### config.mk
export PLATFORM = sky130hd
export DESIGN_NAME = input_warn_and_status_bank
export DESIGN_NICKNAME = d
export VERILOG_FILES = /design/src/hw/warn_bank_pkg.sv /design/src/hw/input_warn_and_status_bank.sv /design/src/hw/limit_compare.sv /design/src/hw/sticky_flag.sv
export SDC_FILE = /design/constraint.sdc
export NUM_CORES = 1
export LEC_CHECK = 0
export BUFFER_PORTS_ARGS = -buffer_cell sky130_fd_sc_hd__buf_4
export CAP_MARGIN = 20
export CORE_MARGIN = 2
export CORE_UTILIZATION = 50
export DETAILED_ROUTE_END_ITERATION = 7
export PLACE_DENSITY = 0.74
export SLEW_MARGIN = 20
export SYNTH_ARGS = -nofsm -noshare
export SYNTH_HDL_FRONTEND = slang
export SYNTH_HIERARCHICAL = 1
export SYNTH_SLANG_ARGS = --single-unit
### constraint.sdc
create_clock -name clock -period 2.53 [get_ports clock]
set_input_delay 0.3795 -clock clock [delete_from_list [all_inputs] [get_ports clock]]
set_output_delay 0.3795 -clock clock [all_outputs]
set_load 0.01 [all_outputs]
### src/hw/warn_bank_pkg.sv
// Purpose: constants for the input warning and status register bank
// Assumes: command codes act as register offsets on a simple command port
// Notes: flag bit positions follow the status register layouts
// How it works
// - input over-voltage limit: 0x0fff disables, reset value 0x0fff.
// - input under-voltage limit: zero disables, reset value zero.
// - input below enabled under-voltage limit sets warning flags, and alert after first lockout pass.
// - status byte bit 6 reads one while the pass switch is off.
// - status byte bits 3,2,1,0: input UV fault, temp, comm, other.
// - unsupported status bits always read zero.
// - status word bits 15,13,12,11: output, input, vendor, not power good.
// - flags stay set until condition is gone and clear-faults issued.
// - input summary and UV fault flags start at one until first lockout pass.
// - input UV warning flag starts at one until first lockout pass.
// - output-voltage status implements only bit 5.
// - input status bit layout 7,6,5,4,2,1,0; bit 3 reads zero.
// - temperature status bits 7 and 6 only.
// - input above enabled over-voltage limit sets warning flags and alert.
// - clear-faults resets stored flags and alert; persisting ones set again.
package warn_bank_pkg;
    localparam logic [7:0] CMD_CLEAR_FAULTS = 8'h03;
    localparam logic [7:0] CMD_OV_WARN_LIMIT = 8'h57;
    localparam logic [7:0] CMD_UV_WARN_LIMIT = 8'h58;
    localparam logic [7:0] CMD_STATUS_BYTE = 8'h78;
    localparam logic [7:0] CMD_STATUS_WORD = 8'h79;
    localparam logic [7:0] CMD_OUTPUT_STATUS = 8'h7a;
    localparam logic [7:0] CMD_INPUT_STATUS = 8'h7c;
    localparam logic [7:0] CMD_TEMP_STATUS = 8'h7d;
    localparam logic [15:0] OV_LIMIT_RESET = 16'h0fff;
    localparam logic [15:0] UV_LIMIT_RESET = 16'h0000;
    localparam logic [11:0] OV_DISABLE_CODE = 12'hfff;
    localparam logic [11:0] UV_DISABLE_CODE = 12'h000;
    localparam int LIMIT_W = 12;
    // status byte positions
    localparam int SB_OFF = 6;
    localparam int SB_IN_UV_FAULT = 3;
    localparam int SB_TEMP = 2;
    localparam int SB_COMM = 1;
    localparam int SB_OTHER = 0;
    // status word upper positions
    localparam int SW_OUTPUT = 15;
    localparam int SW_INPUT = 13;
    localparam int SW_VENDOR = 12;
    localparam int SW_PG_N = 11;
    // output status
    localparam int OS_UV_WARN = 5;
    // input status
    localparam int IS_OV_FAULT = 7;
    localparam int IS_OV_WARN = 6;
    localparam int IS_UV_WARN = 5;
    localparam int IS_UV_FAULT = 4;
    localparam int IS_OC_FAULT = 2;
    localparam int IS_OC_WARN = 1;
    localparam int IS_OP_WARN = 0;
    // temperature status
    localparam int TS_OT_FAULT = 7;
    localparam int TS_OT_WARN = 6;
    // transfer sizes on the command port
    localparam logic [1:0] SIZE_BYTE = 2'h1;
    localparam logic [1:0] SIZE_WORD = 2'h2;
endpackage

### src/hw/input_warn_and_status_bank.sv
// Purpose: input warning limits and status flag registers
// Assumes: one command per cycle on a parallel command port from the serial front end
// Notes: reads answer one cycle after the request; alert is a level
`timescale 1ns/10ps
module input_warn_and_status_bank #(
    parameter int LIMIT_W = warn_bank_pkg::LIMIT_W
) (
    input wire logic clock,
    input wire logic rstn,
    input wire logic cmd_valid,
    input wire logic cmd_write,
    input wire logic [7:0] cmd_code,
    input wire logic [1:0] cmd_size,
    input wire logic [15:0] cmd_wdata,
    input wire logic [LIMIT_W-1:0] input_voltage,
    input wire logic above_lockout_threshold,
    input wire logic switch_on,
    input wire logic power_good,
    input wire logic input_overvoltage_fault_cond,
    input wire logic input_overcurrent_fault_cond,
    input wire logic input_overcurrent_warning_cond,
    input wire logic input_overpower_warning_cond,
    input wire logic output_undervoltage_warning_cond,
    input wire logic overtemp_fault_cond,
    input wire logic overtemp_warning_cond,
    input wire logic comm_fault_cond,
    input wire logic vendor_specific_cond,
    output logic rsp_valid,
    output logic rsp_error,
    output logic [15:0] rsp_rdata,
    output logic alert_line
);
    localparam int NFLAG = 11;
    localparam int F_IN_UV_FAULT = 0;
    localparam int F_IN_UV_WARN = 1;
    localparam int F_IN_OV_WARN = 2;
    localparam int F_IN_OV_FAULT = 3;
    localparam int F_OC_FAULT = 4;
    localparam int F_OC_WARN = 5;
    localparam int F_OP_WARN = 6;
    localparam int F_OUT_UV_WARN = 7;
    localparam int F_OT_FAULT = 8;
    localparam int F_OT_WARN = 9;
    localparam int F_COMM = 10;

    typedef struct packed {
        logic [15:0] ov_limit;
        logic [15:0] uv_limit;
        logic seen_lockout;
        logic clear_pulse;
        logic vendor_flag;
        logic rsp_valid;
        logic rsp_error;
        logic [15:0] rsp_rdata;
        logic alert;
    } state_t;
    state_t s_q, s_d;

    logic ov_trip;
    logic uv_trip;
    logic [NFLAG-1:0] cond;
    logic [NFLAG-1:0] drop;
    logic [NFLAG-1:0] flag;
    logic [7:0] status_byte;
    logic [15:0] status_word;
    logic [7:0] output_status;
    logic [7:0] input_status;
    logic [7:0] temp_status;
    logic first_rise;

    if (LIMIT_W < 1 || LIMIT_W > 16) begin : g_bad_width
        $error("input_warn_and_status_bank: LIMIT_W must be 1..16");
    end

    // only commands taken by this bank are known here
    function automatic logic known_read(input logic [7:0] code);
        unique case (code)
            warn_bank_pkg::CMD_OV_WARN_LIMIT,
            warn_bank_pkg::CMD_UV_WARN_LIMIT,
            warn_bank_pkg::CMD_STATUS_BYTE,
            warn_bank_pkg::CMD_STATUS_WORD,
            warn_bank_pkg::CMD_OUTPUT_STATUS,
            warn_bank_pkg::CMD_INPUT_STATUS,
            warn_bank_pkg::CMD_TEMP_STATUS: known_read = 1'b1;
            default: known_read = 1'b0;
        endcase
    endfunction

    function automatic logic [1:0] size_of(input logic [7:0] code);
        unique case (code)
            warn_bank_pkg::CMD_OV_WARN_LIMIT,
            warn_bank_pkg::CMD_UV_WARN_LIMIT,
            warn_bank_pkg::CMD_STATUS_WORD: size_of = warn_bank_pkg::SIZE_WORD;
            default: size_of = warn_bank_pkg::SIZE_BYTE;
        endcase
    endfunction

    limit_compare #(
        .W(LIMIT_W),
        .ABOVE(1'b1),
        .DISABLE_CODE(warn_bank_pkg::OV_DISABLE_CODE[LIMIT_W-1:0])
    ) u_ov_cmp (
        .clock(clock),
        .rstn(rstn),
        .measured(input_voltage),
        .limit(s_q.ov_limit[LIMIT_W-1:0]),
        .tripped(ov_trip)
    );

    limit_compare #(
        .W(LIMIT_W),
        .ABOVE(1'b0),
        .DISABLE_CODE(warn_bank_pkg::UV_DISABLE_CODE[LIMIT_W-1:0])
    ) u_uv_cmp (
        .clock(clock),
        .rstn(rstn),
        .measured(input_voltage),
        .limit(s_q.uv_limit[LIMIT_W-1:0]),
        .tripped(uv_trip)
    );

    // startup UV flags drop on the first pass of the lockout level
    assign first_rise = above_lockout_threshold && !s_q.seen_lockout;

    always_comb begin
        cond = '0;
        cond[F_IN_UV_FAULT] = 1'b0;
        cond[F_IN_UV_WARN] = uv_trip;
        cond[F_IN_OV_WARN] = ov_trip;
        cond[F_IN_OV_FAULT] = input_overvoltage_fault_cond;
        cond[F_OC_FAULT] = input_overcurrent_fault_cond;
        cond[F_OC_WARN] = input_overcurrent_warning_cond;
        cond[F_OP_WARN] = input_overpower_warning_cond;
        cond[F_OUT_UV_WARN] = output_undervoltage_warning_cond;
        cond[F_OT_FAULT] = overtemp_fault_cond;
        cond[F_OT_WARN] = overtemp_warning_cond;
        cond[F_COMM] = comm_fault_cond;
        drop = '0;
        drop[F_IN_UV_FAULT] = first_rise;
        drop[F_IN_UV_WARN] = first_rise && !uv_trip;
    end

    genvar gi;
    generate
        for (gi = 0; gi < NFLAG; gi++) begin : g_flag
            sticky_flag #(
                .RESET_VALUE((gi == F_IN_UV_FAULT) || (gi == F_IN_UV_WARN))
            ) u_flag (
                .clock(clock),
                .rstn(rstn),
                .condition(cond[gi]),
                .clear(s_q.clear_pulse),
                .drop(drop[gi]),
                .flag(flag[gi])
            );
        end
    endgenerate

    always_comb begin
        output_status = '0;
        output_status[warn_bank_pkg::OS_UV_WARN] = flag[F_OUT_UV_WARN];
        input_status = '0;
        input_status[warn_bank_pkg::IS_OV_FAULT] = flag[F_IN_OV_FAULT];
        input_status[warn_bank_pkg::IS_OV_WARN] = flag[F_IN_OV_WARN];
        input_status[warn_bank_pkg::IS_UV_WARN] = flag[F_IN_UV_WARN];
        input_status[warn_bank_pkg::IS_UV_FAULT] = flag[F_IN_UV_FAULT];
        input_status[warn_bank_pkg::IS_OC_FAULT] = flag[F_OC_FAULT];
        input_status[warn_bank_pkg::IS_OC_WARN] = flag[F_OC_WARN];
        input_status[warn_bank_pkg::IS_OP_WARN] = flag[F_OP_WARN];
        temp_status = '0;
        temp_status[warn_bank_pkg::TS_OT_FAULT] = flag[F_OT_FAULT];
        temp_status[warn_bank_pkg::TS_OT_WARN] = flag[F_OT_WARN];
        status_byte = '0;
        status_byte[warn_bank_pkg::SB_OFF] = !switch_on;
        status_byte[warn_bank_pkg::SB_IN_UV_FAULT] = flag[F_IN_UV_FAULT];
        status_byte[warn_bank_pkg::SB_TEMP] = |temp_status;
        status_byte[warn_bank_pkg::SB_COMM] = flag[F_COMM];
        // catch-all: input flags, output UV warning and vendor events not shown above
        status_byte[warn_bank_pkg::SB_OTHER] = flag[F_IN_UV_WARN] | flag[F_IN_OV_WARN]
            | flag[F_IN_OV_FAULT] | flag[F_OC_FAULT] | flag[F_OC_WARN]
            | flag[F_OP_WARN] | flag[F_OUT_UV_WARN] | s_q.vendor_flag;
        status_word = '0;
        status_word[7:0] = status_byte;
        status_word[warn_bank_pkg::SW_OUTPUT] = |output_status;
        status_word[warn_bank_pkg::SW_INPUT] = |input_status;
        status_word[warn_bank_pkg::SW_VENDOR] = s_q.vendor_flag;
        status_word[warn_bank_pkg::SW_PG_N] = !power_good;
    end

    always_comb begin
        s_d = s_q;
        s_d.rsp_valid = 1'b0;
        s_d.rsp_error = 1'b0;
        s_d.clear_pulse = 1'b0;
        if (above_lockout_threshold) begin
            s_d.seen_lockout = 1'b1;
        end
        if (vendor_specific_cond) begin
            s_d.vendor_flag = 1'b1;
        end else if (s_q.clear_pulse) begin
            s_d.vendor_flag = 1'b0;
        end
        if (cmd_valid) begin
            s_d.rsp_valid = 1'b1;
            s_d.rsp_rdata = '0;
            if (cmd_write && cmd_code == warn_bank_pkg::CMD_CLEAR_FAULTS) begin
                s_d.clear_pulse = 1'b1;
            end else if (!known_read(cmd_code) || cmd_size != size_of(cmd_code)) begin
                s_d.rsp_error = 1'b1;
            end else if (cmd_write) begin
                if (cmd_code == warn_bank_pkg::CMD_OV_WARN_LIMIT) begin
                    s_d.ov_limit = {{(16 - LIMIT_W){1'b0}}, cmd_wdata[LIMIT_W-1:0]};
                end else if (cmd_code == warn_bank_pkg::CMD_UV_WARN_LIMIT) begin
                    s_d.uv_limit = {{(16 - LIMIT_W){1'b0}}, cmd_wdata[LIMIT_W-1:0]};
                end else begin
                    s_d.rsp_error = 1'b1;
                end
            end else begin
                unique case (cmd_code)
                    warn_bank_pkg::CMD_OV_WARN_LIMIT: s_d.rsp_rdata = s_q.ov_limit;
                    warn_bank_pkg::CMD_UV_WARN_LIMIT: s_d.rsp_rdata = s_q.uv_limit;
                    warn_bank_pkg::CMD_STATUS_BYTE: s_d.rsp_rdata = {8'h00, status_byte};
                    warn_bank_pkg::CMD_STATUS_WORD: s_d.rsp_rdata = status_word;
                    warn_bank_pkg::CMD_OUTPUT_STATUS: s_d.rsp_rdata = {8'h00, output_status};
                    warn_bank_pkg::CMD_INPUT_STATUS: s_d.rsp_rdata = {8'h00, input_status};
                    warn_bank_pkg::CMD_TEMP_STATUS: s_d.rsp_rdata = {8'h00, temp_status};
                    default: s_d.rsp_rdata = '0;
                endcase
            end
        end
        // alert follows stored warning and fault flags and the vendor flag; startup UV flags do not raise it
        s_d.alert = (|flag[NFLAG-1:F_IN_OV_WARN]) | (flag[F_IN_UV_WARN] & s_q.seen_lockout)
            | s_q.vendor_flag;
        if (s_q.clear_pulse) begin
            s_d.alert = 1'b0;
        end
    end

    always_ff @(posedge clock) begin
        if (!rstn) begin
            s_q <= '0;
            s_q.ov_limit <= warn_bank_pkg::OV_LIMIT_RESET;
            s_q.uv_limit <= warn_bank_pkg::UV_LIMIT_RESET;
        end else begin
            s_q <= s_d;
        end
    end

    assign rsp_valid = s_q.rsp_valid;
    assign rsp_error = s_q.rsp_error;
    assign rsp_rdata = s_q.rsp_rdata;
    assign alert_line = s_q.alert;
endmodule

### src/hw/limit_compare.sv
// Purpose: compare one measurement against a limit with a disable code
// Assumes: measurement and limit share one scale
// Notes: registered result, one cycle behind the inputs
`timescale 1ns/10ps
module limit_compare #(
    parameter int W = 12,
    parameter bit ABOVE = 1'b1,
    parameter logic [W-1:0] DISABLE_CODE = '1
) (
    input wire logic clock,
    input wire logic rstn,
    input wire logic [W-1:0] measured,
    input wire logic [W-1:0] limit,
    output logic tripped
);
    typedef struct packed {
        logic trip;
    } state_t;
    state_t s_q, s_d;

    // refused at elaboration, not at run time
    if (W < 1) begin : g_bad_width
        $error("limit_compare: width must be positive");
    end

    always_comb begin
        s_d = s_q;
        if (limit == DISABLE_CODE) begin
            s_d.trip = 1'b0;
        end else if (ABOVE) begin
            s_d.trip = measured > limit;
        end else begin
            s_d.trip = measured < limit;
        end
    end

    always_ff @(posedge clock) begin
        if (!rstn) begin
            s_q <= '0;
        end else begin
            s_q <= s_d;
        end
    end

    assign tripped = s_q.trip;
endmodule

### src/hw/sticky_flag.sv
// Purpose: one sticky status flag with a startup value
// Assumes: condition is a level, clear is a one-cycle pulse
// Notes: an active condition beats a clear in the same cycle
`timescale 1ns/10ps
module sticky_flag #(
    parameter bit RESET_VALUE = 1'b0
) (
    input wire logic clock,
    input wire logic rstn,
    input wire logic condition,
    input wire logic clear,
    input wire logic drop,
    output logic flag
);
    typedef struct packed {
        logic f;
    } state_t;
    state_t s_q, s_d;

    always_comb begin
        s_d = s_q;
        if (condition) begin
            s_d.f = 1'b1;
        end else if (clear || drop) begin
            s_d.f = 1'b0;
        end
    end

    always_ff @(posedge clock) begin
        if (!rstn) begin
            s_q <= RESET_VALUE;
        end else begin
            s_q <= s_d;
        end
    end

    assign flag = s_q.f;
endmodule

==> results of run 1 <==
[critical path: stages]
cell	delay (ps)
buf_4	160
nor4b_4	430
and2_1	480
o311ai_4	380
nand3_1	180
o21ai_0	90
[Yosys cell counts (2+ instances only)]
cell	count	area (sq um)
o21ai_1	6	30.0
dfxtp_1	58	1160
a222oi_1	4	40.0
inv_1	29	109
buf_2	3	15.0
and2_1	5	31.3
ha_1	23	288
nand3_1	17	85.1
buf_4	18	135
nor4_1	4	25.0
mux2i_1	12	120
nand4_1	8	50.1
o311ai_2	2	32.5
o311ai_4	2	52.6
nor3b_2	9	113
a32o_1	5	50.1
and3_1	2	12.5
and4bb_1	2	25.0
nor3_1	5	25.0
clkbuf_1	5	18.8
a22o_1	9	78.8
a22oi_1	2	15.0
o21a_1	11	82.6
a211oi_2	2	25.0
nor2_1	4	15.0
nand2b_1	3	18.8
nor2b_1	6	37.5
o21ai_0	16	80.1
a21oi_1	12	60.1
buf_6	2	22.5
mux2_2	2	22.5
nand2_1	42	158
[logic make-up (layout without fill, tap and decap cells)]
kind of cell	after synthesis	count (layout)	share of synthesized area [%]
AO/OA/AOI/OAI	84	84	19.9
adder cells (fa/ha/maj)	23	23	8.56
buffers and inverters	58	116	9.08
flip-flops	58	58	34.5
multiplexers	15	15	4.69
other	1	11	0.112
AND/OR/NAND/NOR	125	125	23.1
[final cells by class]
| cell class | count | area, sq um |
|---|---|---|
| clock buffers | 14 | 163 |
| multi-input cells | 258 | 1930 |
| repair buffers | 71 | 533 |
| inverters | 29 | 109 |
| clock inverters | 2 | 35.0 |
| flip-flops and latches | 58 | 1160 |
| fillers | 540 | 2390 |
| well taps | 77 | 96.3 |
[stage by stage]
stage | setup WS, ps | hold WS, ps | util (%)
2_1_floorplan | 605 | 418 | -
4_1_cts | 631 | 231 | 62.8
6_report | 598 | 245 | 62.8
3_3_place_gp | 340 | 437 | 59.7
5_1_grt | 450 | 237 | 62.8
3_5_place_dp | 274 | 429 | 59.7
[placed cells by master (no fill, tap or decap), drive strengths merged, types with 3 or more instances in the layout]
| master | instances |
|---|---|
| a21oi | 12 |
| a32o | 5 |
| nor2 | 5 |
| o21a | 11 |
| mux2 | 3 |
| o311ai | 5 |
| buf | 71 |
| nor3b | 10 |
| o21ai | 22 |
| and2 | 5 |
| conb | 11 |
| nand2 | 42 |
| ha | 23 |
| nand3 | 17 |
| inv | 29 |
| dfxtp | 58 |
| nand2b | 3 |
| clkbuf | 14 |
| mux2i | 12 |
| a222oi | 4 |
| nor4 | 6 |
| a22o | 9 |
| nor2b | 6 |
| nand4 | 8 |
| nor3 | 6 |
[state kept, by name, summed over array words and instances (netlist names)]
name and count:
rsp_rdata 15, rsp_error 1, rsp_valid 1, alert_line 1, s_q 27, u_ov_cmp/tripped 1
u_uv_cmp/tripped 1, g_flag.u_flag/flag 11
[worst max path at each step]
stage | start | to | slack (ps) | cells past startpoint
6_report | cmd_code[0] | s_q[31]$_SDFFE_PN0P_ | 600 | 6
4_1_cts | cmd_code[0] | s_q[26]$_SDFFE_PN0P_ | 630 | 6
3_5_place_dp | cmd_code[0] | s_q[26]$_SDFFE_PN0P_ | 270 | 6
3_3_place_gp | cmd_code[0] | s_q[28]$_SDFFE_PN0P_ | 340 | 6
5_1_grt | cmd_code[0] | s_q[31]$_SDFFE_PN0P_ | 450 | 6
2_1_floorplan | cmd_code[1] | s_q[38]$_SDFFE_PN1P_ | 600 | 7
[where the power goes]
group	switching [mW]	leakage (nW)	total [mW]	internal, mW
clock network	0.353	0.101	0.861	0.508
logic	0.102	1.28	0.210	0.108
registers	0.0122	0.472	0.941	0.929
total	0.467	1.86	2.01	1.55
[metal layers]
metal | share of wire (%) | GRT usage (%)
met5 | 0 | 0
met4 | 0.79 | 5.77
met3 | 8.0 | 6.06
met2 | 48 | 38.1
met1 | 43 | 31.0
==> flow_summary.toml, run 1 <==
[floorplanning]
row_count = 29
dieHeight_um = 86.0
io-pin-count = 73
initial_core_util_pct = 52.4
core-area_sq_um = 6420
die_area_sq_um = 7400
die_w_um = 86.0

[critical_path]
critPathRequiredTime_ps = 2710
critPathArrivalTime_ps = 2120
r2r-start = "s_q[48]$_SDFFE_PN1P_"
reg2reg_to = "u_ov_cmp/tripped$_SDFF_PP0_"
crit_type = "in2reg"
rrSetupSlack_ps = 820
worst-r2r-cell-count = 5
cp_max_fo = 24
crit_path_end_kind = "register"
start_kind = "primary input"

[synth]
synth_ff_type = "dfxtp_1"
async_flop_share_pct = 0
synthCells = 364
ys_ff_latch = 58
ys_seq_area_share_pct = 34.5
syn_avg_cell_area_sq_um = 9.24
yosys_warnings = 6
synth_edf_count = 0
synth_cell_types = 66
syn_area_sq_um = 3360

[drt]
wl_um = 8310
drtIter0Drc = 251
route.vias.total = 2893
drc = 0
ant_nets = 0
wire_per_inst_um = 16.3
viasPerCell = 5.68
first_pass_iters = 4

[final_layout]
area_growth_pct = 19.9
drive_gt1_share_pct = 25.9
final_cells = 509
n_antenna_cell = 0
finish.instance_area_sq_um = 4030
nets = 504

[global_routing]
gr-usage-all-layers_pct = 23.4
grt_max_degree = 25
grt_pass1_vias = 2729
grt_pass1_wl_um = 13400
antenna_found_initial = 0
overflow = 0

[placed_design]
place_area_sq_um = 3830
port_buffers = 67
placed_cells = 493
dp_hpwl_um = 6230
place_congestion = 0.841

[sta]
fmax_mhz = 518
final.min_clock_period_ps = 1930
hold_violations = 0
fin_setup_tns_ps = 0
worstMarginPinSlew_ps = 888
finClkSkew_ps = 5.43
post-route-period-util_pct = 76.3
relSlewSlack_pct = 40.6
rsz0062_at_grt = "false"
slew_viol_final = 0
setup_viol = 0

[cts]
cts.sinks = 58
cts_buffers = 9
htree_num_levels = 3
clk_latency_ps = 340
cts_resized = 0
cts_tree = "built"
cts_hold_buf = 0
root_buffer = "clkbuf_8"
clk_path_buf_depth = 2
cts_setup_buffers = 0
clkTransAtPathRegs_ps = 60

[power_and_ir_drop]
powerDensity_nw_per_um2 = 499
p_total_mw = 2.01
p_leak_nw = 1.86
peakVddDrop_mv = 0.386

[worst_hold_path]
whs_path_depth = 2
holdPathEnd = "g_flag[6].u_flag/flag$_SDFFE_PN0P_"
min_from = "input_overpower_warning_cond"
hp-class = "in2reg"

[flow_run]
cap_violations = 0

[outcome]
status = "completed"
Power figures use the tool's default switching activity.
==> run 2: changes to the inputs <==
--- a/config.mk
+++ b/config.mk
@@ -5,12 +5,13 @@
 export SDC_FILE = /design/constraint.sdc
 export NUM_CORES = 1
 export LEC_CHECK = 0
+export ABC_AREA = 1
 export BUFFER_PORTS_ARGS = -buffer_cell sky130_fd_sc_hd__buf_4
 export CAP_MARGIN = 20
 export CORE_MARGIN = 2
 export CORE_UTILIZATION = 50
 export DETAILED_ROUTE_END_ITERATION = 7
-export PLACE_DENSITY = 0.74
+export PLACE_DENSITY = 0.73
 export SLEW_MARGIN = 20
 export SYNTH_ARGS = -nofsm -noshare
 export SYNTH_HDL_FRONTEND = slang
==> constraint.sdc (replaced) <==
create_clock -name clock -period 1.9 [get_ports clock]
set_input_delay 0.285 -clock clock [delete_from_list [all_inputs] [get_ports clock]]
set_output_delay 0.285 -clock clock [all_outputs]
set_load 0.01 [all_outputs]
==> run 2 against run 1 <==
Clock power rose by 27%. Sequential power rose by 34%. Register-to-register slack got worse by 360 ps. Wire length rose by 8.2%. Final cell count rose by 44%. Clock-buffer cell count fell by 4. Via count rose by 24%. First-iteration DRC count fell by 38%. Global-route usage fell by 0.76 points. Critical path depth rose by 2. Largest power group unchanged.
==> flow_summary.toml, run 2 <==
[final_layout]
seqCellArea_sq_um = 1160
fillers = 714
final_common_cell = "nand2_1"
drive_gt1_share_pct = 21.4
nets = 707
largest-register = "s_q"
n_antenna_cell = 0
final_cell_mix = "nand2_1, inv_1, buf_4, nand3_1, dfxtp_1"
largest_reg_flops = 27
multi_input_area_sq_um = 2120
area_growth_pct = 18.3

[floorplanning]
die_area_sq_um = 8380
die_w_um = 91.5
core-area_sq_um = 7330
dieHeight_um = 91.5
io-pin-count = 73
initial_core_util_pct = 52.2
row_count = 31

[power_and_ir_drop]
p_leak_nw = 2.32
intPower_mw = 1.98
powerDensity_nw_per_um2 = 587
peakVddDrop_mv = 0.404
pwr-share-comb_pct = 11.8
sequentialPowerShare_pct = 47.2
netSwitchingFraction_pct = 25.7
p_switching_uw = 684
pwr-share-clk_pct = 41.0

[cts]
cts_hold_buf = 0
clk_latency_ps = 350
htree_num_levels = 3
cts.sinks = 58
root_buffer = "clkbuf_8"
cts_resized = 0
clkTransAtPathRegs_ps = 70
clk_path_buf_depth = 2
cts_setup_buffers = 0
cts_buffers = 9
cts_tree = "built"

[flow_run]
cap_violations = 0

[synth]
ys_seq_area_share_pct = 30.3
async_flop_share_pct = 0
synth_top_cells_by_count = "nand2_1, inv_1, nand3_1"
syn_area_sq_um = 3830
yosysTopAreaCell = "dfxtp_1"
ys_ff_latch = 58
synthTopCellsByArea = "dfxtp_1, nand2_1, nand3_1, inv_1, ha_1"
yosys_warnings = 6
syn_avg_cell_area_sq_um = 6.75
synthCells = 567
synth_ff_type = "dfxtp_1"
synth.top_cell.area_share_pct = 30.3
yosysMostFrequentCell = "nand2_1"
synth_cell_types = 30
synth_edf_count = 0

[placed_design]
dp_hpwl_um = 7060
place_ws_ps = 175
place_congestion = 0.879
port_buffers = 67

[sta]
setup_viol = 0
finClkSkew_ps = 7.27
rsz0062_at_grt = "false"
fin_ws_ps = 461
post-route-period-util_pct = 75.7
fin_setup_tns_ps = 0
hold_violations = 0
final.min_clock_period_ps = 1440
slew_viol_final = 0
relSlewSlack_pct = 55.2
fmax_mhz = 695
worstMarginPinSlew_ps = 670

[drt]
viasPerCell = 4.90
wl_um = 8990
ant_nets = 0
wire_per_inst_um = 12.3
drc = 0
drtIter0Drc = 156
route.vias.total = 3598
first_pass_iters = 4

[global_routing]
grt_max_degree = 42
antenna_found_initial = 0
grt_pass1_wl_um = 15000
grt_pass1_vias = 3322
gr-usage-all-layers_pct = 22.7
overflow = 0

[outcome]
status = "completed"

[critical_path]
crit_path_end_kind = "register"
start_kind = "register"
crit_type = "reg2reg"
critPathArrivalTime_ps = 1710
cp_max_fo = 4
critPathRequiredTime_ps = 2170

[worst_hold_path]
hp-class = "in2reg"
## run 2: power by group through the flow
| stage | registers [mW] | clock network [mW] | logic, mW |
|---|---|---|---|
| 2_1_floorplan | 1.28 | 0 | 0.173 |
| 3_3_place_gp | 1.28 | 0 | 0.306 |
| 3_5_place_dp | 1.28 | 0 | 0.314 |
| 4_1_cts | 1.26 | 1.11 | 0.316 |
| 5_1_grt | 1.26 | 1.17 | 0.355 |
| 6_report | 1.26 | 1.09 | 0.315 |
## run 2: stage by stage
step / total power, mW / hold slack [ps] / utilization, % / area (sq um) / instances
2_1_floorplan: 1.45 / 394 / - / 3870 / 577
3_3_place_gp: 1.59 / 433 / 59.3 / 4350 / 718
3_5_place_dp: 1.60 / 432 / 59.3 / 4350 / 718
4_1_cts: 2.68 / 141 / 61.8 / 4530 / 734
5_1_grt: 2.78 / 149 / 61.8 / 4530 / 734
6_report: 2.66 / 152 / 61.8 / 4530 / 734
## run 2: cell type report
class	instances	share of cell area, %
sequential	58	25.6
timing repair buffer	75	13.0
tap	99	2.73
inverter	95	7.87
clock buffer	10	2.82
clock inverter	6	1.27
multi-input combinational	391	46.7
## run 2: cell families after synthesis
logic type | synth area share, %
flops | 30.3
other cells | 0.0979
simple gates | 39.0
buf+inv | 15.4
fa+ha+maj | 7.51
compound gates | 7.71
## run 2: final timing paths
| kind | start | endpoint | slack, ps | depth (start not counted) |
|---|---|---|---|---|
| max | s_q[45]$_SDFFE_PN1P_ | u_ov_cmp/tripped$_SDFF_PP0_ | 460 | 8 |
| min | vendor_specific_cond | s_q[19]$_SDFFE_PN0P_ | 150 | 3 |
| max reg2reg | s_q[45]$_SDFFE_PN1P_ | u_ov_cmp/tripped$_SDFF_PP0_ | 460 | 8 |
| min reg2reg | u_ov_cmp/tripped$_SDFF_PP0_ | g_flag[2].u_flag/flag$_SDFFE_PN0P_ | 440 | 2 |
## run 2: worst max-delay path, cell delays in order, from the launching register on
cell and delay, ps:
dfxtp_1 410, inv_1 70, ha_1 300, nand2_1 90
nor2_2 150, nand2_2 70, a21oi_2 90, nor2_1 50
nor2_1 130
## run 2: metal layers
| layer | track usage, % | up-vias | part of all wire, % |
|---|---|---|---|
| met5 | 0 | - | 0 |
| met4 | 7.20 | 0 | 1.1 |
| met3 | 4.90 | 11 | 5.5 |
| met2 | 37.9 | 99 | 48 |
| met1 | 29.0 | 1586 | 45 |
| li1 | - | 1902 | - |
